[src/psw_regs.svh]
// Register offsets, bit positions and reset values of the status word block
`ifndef PSW_REGS_SVH
`define PSW_REGS_SVH

// Register offsets on the plain register port
`define PSW_OFS_STATUS 4'h0
`define PSW_OFS_TRAP 4'h4

// Reset value of the status word and of read data
`define PSW_RST_STATUS 8'h00
`define PSW_RST_DATA 8'h00

// Field positions inside the status word
`define PSW_PRIO_HI 7
`define PSW_PRIO_LO 5
`define PSW_BIT_T 4
`define PSW_BIT_N 3
`define PSW_BIT_Z 2
`define PSW_BIT_V 1
`define PSW_BIT_C 0
`define PSW_CC_HI 3
`define PSW_CC_LO 0

// Sign bit positions of the operand mux
`define PSW_SIGN_WORD 15
`define PSW_SIGN_BYTE 7

// Zero detector spans
`define PSW_BYTE_HI 7
`define PSW_B_LEG_BUS_LO 1
`define PSW_B_LEG_BUS_WHI 14
`define PSW_B_LEG_BUS_BHI 6

// Most negative word, overflow case of negate
`define PSW_MOST_NEG 16'h8000

`endif

[src/psw_pkg.sv]
// Types shared by the status word block
package psw_pkg;

  // Status word layout, priority down to carry
  typedef struct packed {
    logic [2:0] prio;
    logic trace;
    logic neg;
    logic zero;
    logic ovf;
    logic carry;
  } psw_word_t;

  // Categories of the N/Z source mux, {byte, rotate}
  typedef enum logic [1:0] {
    PSW_CAT_WORD = 2'b00,
    PSW_CAT_ROTW = 2'b01,
    PSW_CAT_BYTE = 2'b10,
    PSW_CAT_ROTB = 2'b11
  } psw_cat_t;

  // Arithmetic classes seen by the carry/overflow table
  typedef enum logic [1:0] {
    PSW_OP_ADD = 2'b00,
    PSW_OP_SUB = 2'b01,
    PSW_OP_LOGIC = 2'b10,
    PSW_OP_NEG = 2'b11
  } psw_op_t;

  // Computed condition codes
  typedef struct packed {
    logic neg;
    logic zero;
    logic ovf;
    logic carry;
  } psw_cc_t;

endpackage

[src/psw_status_word.sv]
// Processor status word with condition code logic and trace trap flag
//
// Design decisions made here: the strobed register port and the address map.
`include "psw_regs.svh"

module psw_status_word (
  input wire logic clk_sys,
  input wire logic rst_n,
  // Register port
  input wire logic [3:0] regAddr,
  input wire logic [7:0] regWrData,
  input wire logic regWrStb,
  input wire logic regRdStb,
  output logic [7:0] regRdData,
  // Datapath and microcode
  input wire logic [15:0] operandMux,
  input wire logic [15:0] bLegBus,
  input wire logic statusLoadN,
  input wire logic carryOnlyLoadN,
  input wire logic auxFieldSelectN,
  input wire logic byteOp,
  input wire logic rotateOp,
  input wire logic shiftOp,
  input wire psw_pkg::psw_op_t aluOpClass,
  input wire logic aluCarry,
  input wire logic aluOverflow,
  input wire logic shiftSignValue,
  input wire logic rotCarryOut,
  input wire logic rotEndZero,
  // Status outputs
  output psw_pkg::psw_word_t processorStatusWord,
  output logic traceTrapFlag
);

  // Carry/overflow lookup, {carry, ovf}
  function automatic logic [1:0] cvTable(
    input psw_pkg::psw_op_t op,
    input logic cy,
    input logic ov,
    input logic resZero,
    input logic resMostNeg,
    input logic cOld
  );
    logic [1:0] r;
    r = 2'b00;
    case (op)
      psw_pkg::PSW_OP_ADD: r = {cy, ov};
      psw_pkg::PSW_OP_SUB: r = {cy, ov};
      psw_pkg::PSW_OP_LOGIC: r = {cOld, 1'b0};
      psw_pkg::PSW_OP_NEG: r = {~resZero, resMostNeg};
      default: r = 2'b00;
    endcase
    return r;
  endfunction

  psw_pkg::psw_word_t psw_q;
  psw_pkg::psw_word_t psw_d;
  logic traceDel_q;
  logic [7:0] rdData_q;
  logic [7:0] rdData_d;

  // Zero detectors over the result and the b-leg
  wire logic wordZero;
  wire logic byteZero;
  wire logic bLegWordZero;
  wire logic bLegByteZero;
  assign wordZero = (operandMux == 16'h0000);
  assign byteZero = (operandMux[`PSW_BYTE_HI:0] == 8'h00);
  assign bLegWordZero =
    (bLegBus[`PSW_B_LEG_BUS_WHI:`PSW_B_LEG_BUS_LO] == 14'h0000) & rotEndZero;
  assign bLegByteZero =
    (bLegBus[`PSW_B_LEG_BUS_BHI:`PSW_B_LEG_BUS_LO] == 6'h00) & rotEndZero;

  // N/Z source mux category from byte and rotate decode
  wire psw_pkg::psw_cat_t nzCat;
  assign nzCat = psw_pkg::psw_cat_t'({byteOp, rotateOp});

  // Next negative value
  wire logic negativeNext;
  assign negativeNext =
    (nzCat == psw_pkg::PSW_CAT_WORD) ? operandMux[`PSW_SIGN_WORD] :
    (nzCat == psw_pkg::PSW_CAT_BYTE) ? operandMux[`PSW_SIGN_BYTE] :
    shiftSignValue;

  // Next zero value
  wire logic zeroNext;
  assign zeroNext =
    (nzCat == psw_pkg::PSW_CAT_WORD) ? wordZero :
    (nzCat == psw_pkg::PSW_CAT_BYTE) ? byteZero :
    (nzCat == psw_pkg::PSW_CAT_ROTW) ? bLegWordZero :
    bLegByteZero;

  // Table outputs and subtract gating
  wire logic [1:0] cvRaw;
  wire logic tableCarry;
  wire logic isSub;
  assign cvRaw = cvTable(aluOpClass, aluCarry, aluOverflow, wordZero,
    (operandMux == `PSW_MOST_NEG), psw_q.carry);
  assign isSub = (aluOpClass == psw_pkg::PSW_OP_SUB);
  assign tableCarry = cvRaw[1] ^ isSub;

  // Shift and rotate override of C and V
  wire logic carryNext;
  wire logic overflowNext;
  assign carryNext = shiftOp ? rotCarryOut : tableCarry;
  assign overflowNext =
    shiftOp ? (negativeNext ^ carryNext) : cvRaw[0];

  // Computed flags
  wire psw_pkg::psw_cc_t ccComputed;
  assign ccComputed = '{neg: negativeNext, zero: zeroNext,
    ovf: overflowNext, carry: carryNext};

  // Flag input selector, high takes operand mux
  wire psw_pkg::psw_cc_t ccSelected;
  assign ccSelected = auxFieldSelectN ?
    psw_pkg::psw_cc_t'(operandMux[`PSW_CC_HI:`PSW_CC_LO]) :
    ccComputed;

  // Register port decode
  wire logic selStatus;
  wire logic selTrap;
  wire logic swWrite;
  wire logic statusLoad;
  wire logic carryLoad;
  assign selStatus = (regAddr == `PSW_OFS_STATUS);
  assign selTrap = (regAddr == `PSW_OFS_TRAP);
  assign swWrite = regWrStb & selStatus;
  assign statusLoad = ~statusLoadN;
  assign carryLoad = ~carryOnlyLoadN;

  // Next status word; hardware loads win over software writes
  always_comb begin
    psw_d = psw_q;
    if (statusLoad) begin
      psw_d.prio = operandMux[`PSW_PRIO_HI:`PSW_PRIO_LO];
      psw_d.trace = operandMux[`PSW_BIT_T];
      psw_d.neg = ccSelected.neg;
      psw_d.zero = ccSelected.zero;
      psw_d.ovf = ccSelected.ovf;
      psw_d.carry = ccSelected.carry;
    end else if (carryLoad) begin
      psw_d.carry = ccSelected.carry;
    end else if (swWrite) begin
      psw_d = psw_pkg::psw_word_t'(regWrData);
    end
  end

  // Read data mux, zero on unmapped offsets
  always_comb begin
    rdData_d = `PSW_RST_DATA;
    if (selStatus) begin
      rdData_d = psw_q;
    end else if (selTrap) begin
      rdData_d = {7'h00, traceDel_q};
    end
  end

  // Status word flops on the free-running clock
  always_ff @(posedge clk_sys) begin
    if (!rst_n) begin
      psw_q <= psw_pkg::psw_word_t'(`PSW_RST_STATUS);
    end else begin
      psw_q <= psw_d;
    end
  end

  // Delayed trace copy serves as trap request
  always_ff @(posedge clk_sys) begin
    if (!rst_n) begin
      traceDel_q <= 1'b0;
    end else begin
      traceDel_q <= psw_q.trace;
    end
  end

  // Read data one cycle after the strobe
  always_ff @(posedge clk_sys) begin
    if (!rst_n) begin
      rdData_q <= `PSW_RST_DATA;
    end else if (regRdStb) begin
      rdData_q <= rdData_d;
    end
  end

  assign regRdData = rdData_q;
  assign processorStatusWord = psw_q;
  assign traceTrapFlag = traceDel_q;
endmodule // psw_status_word

[config.mk]
export PLATFORM = sky130hd
export DESIGN_NAME = psw_status_word
export DESIGN_NICKNAME = d
export VERILOG_FILES = /design/src/psw_pkg.sv /design/src/psw_status_word.sv
export VERILOG_INCLUDE_DIRS = /design/src /design/src/src
export SDC_FILE = /design/constraint.sdc
export NUM_CORES = 1
export LEC_CHECK = 0
export ABC_AREA = 0
export BUFFER_PORTS_ARGS = -buffer_cell sky130_fd_sc_hd__buf_2
export CAP_MARGIN = 10
export CORE_MARGIN = 2
export CORE_UTILIZATION = 41
export CTS_BUF_LIST = sky130_fd_sc_hd__clkbuf_16
export DETAILED_ROUTE_END_ITERATION = 8
export HOLD_SLACK_MARGIN = 0.12
export PLACE_DENSITY = 0.83
export SLEW_MARGIN = 20
export SYNTH_ARGS = -nofsm -noshare
export SYNTH_HDL_FRONTEND = slang
export SYNTH_SLANG_ARGS = --single-unit
[constraint.sdc]
create_clock -name clk_sys -period 3.23 [get_ports clk_sys]
set_input_delay 0.4845 -clock clk_sys [delete_from_list [all_inputs] [get_ports clk_sys]]
set_output_delay 0.4845 -clock clk_sys [all_outputs]
set_load 0.05 [all_outputs]
# == Word-level counts from Yosys, hierarchy flattened ==
# Index checks and enable logic that the tools add are counted.
# W data, S select, Z words.
# classes
n_addsub,0
mul,0
n_div,0
order_cmp,0
n_eq_ne,10
shifts,0
muxes,15
bitwise,6
n_reduce_logical,9
# ops
op,n
$mux W8,3
$eq A16 B16 Y1 const B,1
$logic_not A16 Y1,1
$logic_not A14 Y1,1
$mux W1,9
$logic_not A8 Y1,1
$mux W7,1
$eq A2 B2 Y1 const B,3
$logic_not A6 Y1,1
$pmux W2 S3,1
$eq A2 B1 Y1 const B,2
$eq A4 B3 Y1 const B,1
$logic_not A2 Y1,2
$logic_not A4 Y1,1
$mux W4,1
$ne A2 B1 Y1 const B,2
$and A1 B1 Y1,3
$ne A3 B2 Y1 const B,1
$reduce_and A2 Y1,1
$reduce_or A2 Y1,1
$xor A1 B1 Y1,2
$not A1 Y1,1
# word_totals
reg_bits,17
latch_bits,0
ram_bits,0
mem_bits_ro,0
inputBits,61
out_inout_bits,17
wordCells,48
memories,0

# == Longest topological paths before layout ==
# depth
word_depth,10
ltp_mapped,5
ltp_nobuf,4

# == Worst setup path after synthesis ==
# OpenSTA, ideal clock, no wires.
# synth_timing
path_type,input to register
startpoint,input port regAddr[1]
endpoint,register psw_q (netlist bit processorStatusWord[1])
setup_ns,0.103
arrival_ns,1.536
required_time_ns,3.127
setup_slack_ns,1.591
path_stages,5
n_path_buf,1
cell_sequence,nor4_2 > and3_1 > buf_6 > mux2i_1 > a2111oi_2
# synth_between
elab_chain_cells,4
# synth_lines
item,line,source
from (decl),psw_status_word.sv:10,"input wire logic [3:0] regAddr,"
$logic_not A4 Y1 (no line),-,
$and A1 B1 Y1,psw_status_word.sv:128,assign swWrite = regWrStb & selStatus;
$ne A2 B1 Y1 (no line),-,
$reduce_and A2 Y1 (no line),-,
to (signal assigned),psw_status_word.sv:162,psw_q <= psw_pkg::psw_word_t'(`PSW_RST_STATUS);
to (signal assigned),psw_status_word.sv:164,psw_q <= psw_d;
to (decl),psw_status_word.sv:56,psw_pkg::psw_word_t psw_q;
# No other way between the ends.
# A chain may end at the register's enable or synchronous reset.

# == Worst setup path in the final report ==
# Same ends and word-level chain as after synthesis.

==> metrics.yaml <==
worst_setup_path:
  start_kind: "input pin"
  rr_endpoint: "processorStatusWord[0]"
  worst-path-buf-inv: 1
  slowest_delay_ps: 460
  required_ps: 3380
  cp_max_fo: 7
  reg2reg_slack_ps: 1910
  r2r_cells: 4
  slowest_stage: "and3_1"
  cp_top_family: "simple AND/OR/NAND/NOR gates"
  path_cells: "buf_2 > nor4_2 > and3_1 > mux2i_1 > a2111oi_2"
  reg2reg_from: "processorStatusWord[0]"
  crit_path_end_kind: "register"
  crit_type: "input pin to register"
  cp.arrival_ps: 1910
timing:
  clock_skew_ps: 2.45
  setup_tns_ps: 0
  report.final.slew_viol_count: 0
  worst_pin_slew_ps: 447
  clock.fmax_mhz: 568
  finalSetupViolCount: 0
  period_share_pct: 54.5
  slew_headroom_pct: 69.8
  final-hold-violation-count: 0
  min_period_ps: 1760
  hold_ws_ps: 520
  rsz0062_at_grt: "false"
detailed_routing:
  drt-total-wl_mm: 2.89
  dr_total_vias: 1197
  drt_iter0_markers: 9
  post_drt_wl_per_cell_um: 13.2
  ant_nets: 0
  drt_first_pass_iters: 4
  drc: 0
  drt-vias-per-instance: 5.47
placed_design:
  postPlaceCellArea_mm2: 0.00136
  hpwl_mm: 2.39
  gp_congestion: 0.885
  port_buffers: 75
  place_inst: 215
global_route:
  grt-ovfl-total: 0
  grt_max_degree: 18
  grt_usage_pct: 21.8
  use_met3_pct: 3.11
  grt_use_met2_pct: 41.9
  antenna_found_initial: 0
  met1_usage_pct: 24.4
  grt_pass1_wl_mm: 4.53
  grt_pass1_vias: 1145
  grt.busiest_layer: "met2"
logic_synthesis:
  synthCells: 117
  synth_seq_area_share_pct: 34.7
  synth_compound_area_share_pct: 21.5
  netlist_area_um2: 980
  synth.distinct_cells: 34
  synth.area.top_cells: "dfxtp_1 35%, mux2i_1 12%, nor2_1 5.7%"
  muxShareOfSynthArea_pct: 12.3
  synth-edff-count: 0
  avgSynthCellArea_um2: 8.37
  postSynth.asyncResetShare_pct: 0
  yosys.area.top_type: "dfxtp_1"
  synthAdderAreaFrac_pct: 0
  synth_seq_cells: 17
  synthesis.nets: 178
  ys_warn_count: 0
  synth_top_family_by_area: "simple AND/OR/NAND/NOR gates"
  yosysTopAreaCellShare_pct: 34.7
  yosys.area_share.simple_pct: 26.6
  ys.flop_type: "dfxtp_1"
  synth_xor_area_share_pct: 0
run_status:
  outcome: "finished, final reports clean"
clock_network:
  cts_tree: "built"
  postCtsSetupRepairBufs: 0
  clk_pin_slew_worst_paths_ps: 50
  ctsResizeCount: 0
  cts-buffers-inserted: 3
  cts_hold_buffers: 0
  root_buffer: "clkbuf_16"
  cts_sinks: 17
  htreeDepth: 1
  clkLatencyLatePin_ps: 240
  clk_path_buf_depth: 2
job:
  drv_cap: 0
die:
  fp.dieArea_mm2: 0.00280
  boundaryPins: 78
  fp.dieW_um: 52.9
  start_util_pct: 43.9
  coreArea_mm2: 0.00223
  die_h_um: 52.9
  num_rows: 17
min_path:
  worstHoldStart: "processorStatusWord[4]"
  hold_end: "traceTrapFlag"
  hold_class: "register to register"
  holdPathStages: 1
finish:
  area_growth_syn_to_layout_pct: 47.3
  antenna_cells: 0
  final_cells: 219
  drive_gt1_share_pct: 43.5
  finalInstanceArea_mm2: 0.00144
  nets: 253
power_and_ir_drop:
  peakVddDrop_mv: 0.312
  cellPowerDensity_mw_per_mm2: 410
  leakage_nw: 0.693
==> per-layer routing <==
metal / share of wire, % / up-vias
li1: - / 594
met3: 8.2 / 4
met5: 0 / -
met2: 49 / 61
met4: 0.52 / 0
met1: 42 / 538
==> final cells by class <==
type | instances | area, um^2
clock buffers | 3 | 75.1
multi-input cells | 89 | 591
repair buffers | 75 | 375
inverters | 6 | 22.5
well taps | 28 | 35.0
fillers | 217 | 791
flip-flops and latches | 17 | 340
clock inverters | 1 | 3.75
==> synthesized netlist by cell type (2+ instances only) <==
master,count
mux2i_1,12
nor2b_1,8
a211oi_1,4
nor3_1,2
inv_1,6
nor2_1,15
nand2_1,4
nand4_1,2
nor4_1,8
o311ai_0,2
nand3_1,3
clkbuf_1,4
o211ai_1,2
a21oi_1,9
dfxtp_1,17
==> report_power, final <==
part           switching, mW  internal, mW  total [mW]
clock network         0.0769         0.164       0.241
logic                 0.0747        0.0497       0.124
registers            0.00773         0.219       0.226
==> layout by cell type (no fill, tap or decap), drive strengths merged, types with 2 or more instances in the layout <==
master	instances
and2	2
a2111oi	2
nor4	9
o211ai	2
buf	75
a211oi	4
nor3	2
clkbuf	3
a21oi	9
nand4	2
nor2	15
nor2b	8
inv	7
dfxtp	17
nand3	3
nand2	4
o311ai	2
mux2i	12
==> state kept, by name (all words and copies together) (netlist names) <==
| register | count |
|---|---|
| regRdData | 8 |
| processorStatusWord | 8 |
| traceTrapFlag | 1 |
==> worst reg2reg max path, delay by kind of cell, from the launching register on <==
kind           cells  cell delay, ps
multiplexers       1             110
flip-flops         1             420
AO/OA/AOI/OAI      3             710
==> how the worst max path moves through the flow <==
stage	startpoint	slack, ps	depth (start not counted)	to
floorplan	regAddr[1]	1590	5	processorStatusWord[1]
global placement	regAddr[1]	1230	5	processorStatusWord[1]
detailed placement	regAddr[1]	1220	5	processorStatusWord[1]
CTS	regAddr[1]	1470	5	processorStatusWord[1]
global route	regAddr[1]	1340	5	processorStatusWord[1]
finish	regAddr[1]	1470	5	processorStatusWord[1]
==> per-stage QoR <==
step	util [%]	total power [mW]	setup WS (ps)
after CTS	64.6	0.596	1470
after detailed placement	61.1	0.355	1220
after global routing	64.6	0.618	1340
after floorplan	-	0.294	1590
final	64.6	0.592	1470
after global placement	61.1	0.351	1230
==> cells by family (layout without fill, tap and decap cells) <==
family,count (synthesis),count (layout)
buf+inv,11,85
mux,12,12
compound gates,29,29
simple gates,48,48
flops,17,17
(Power assumes the default switching activity.)
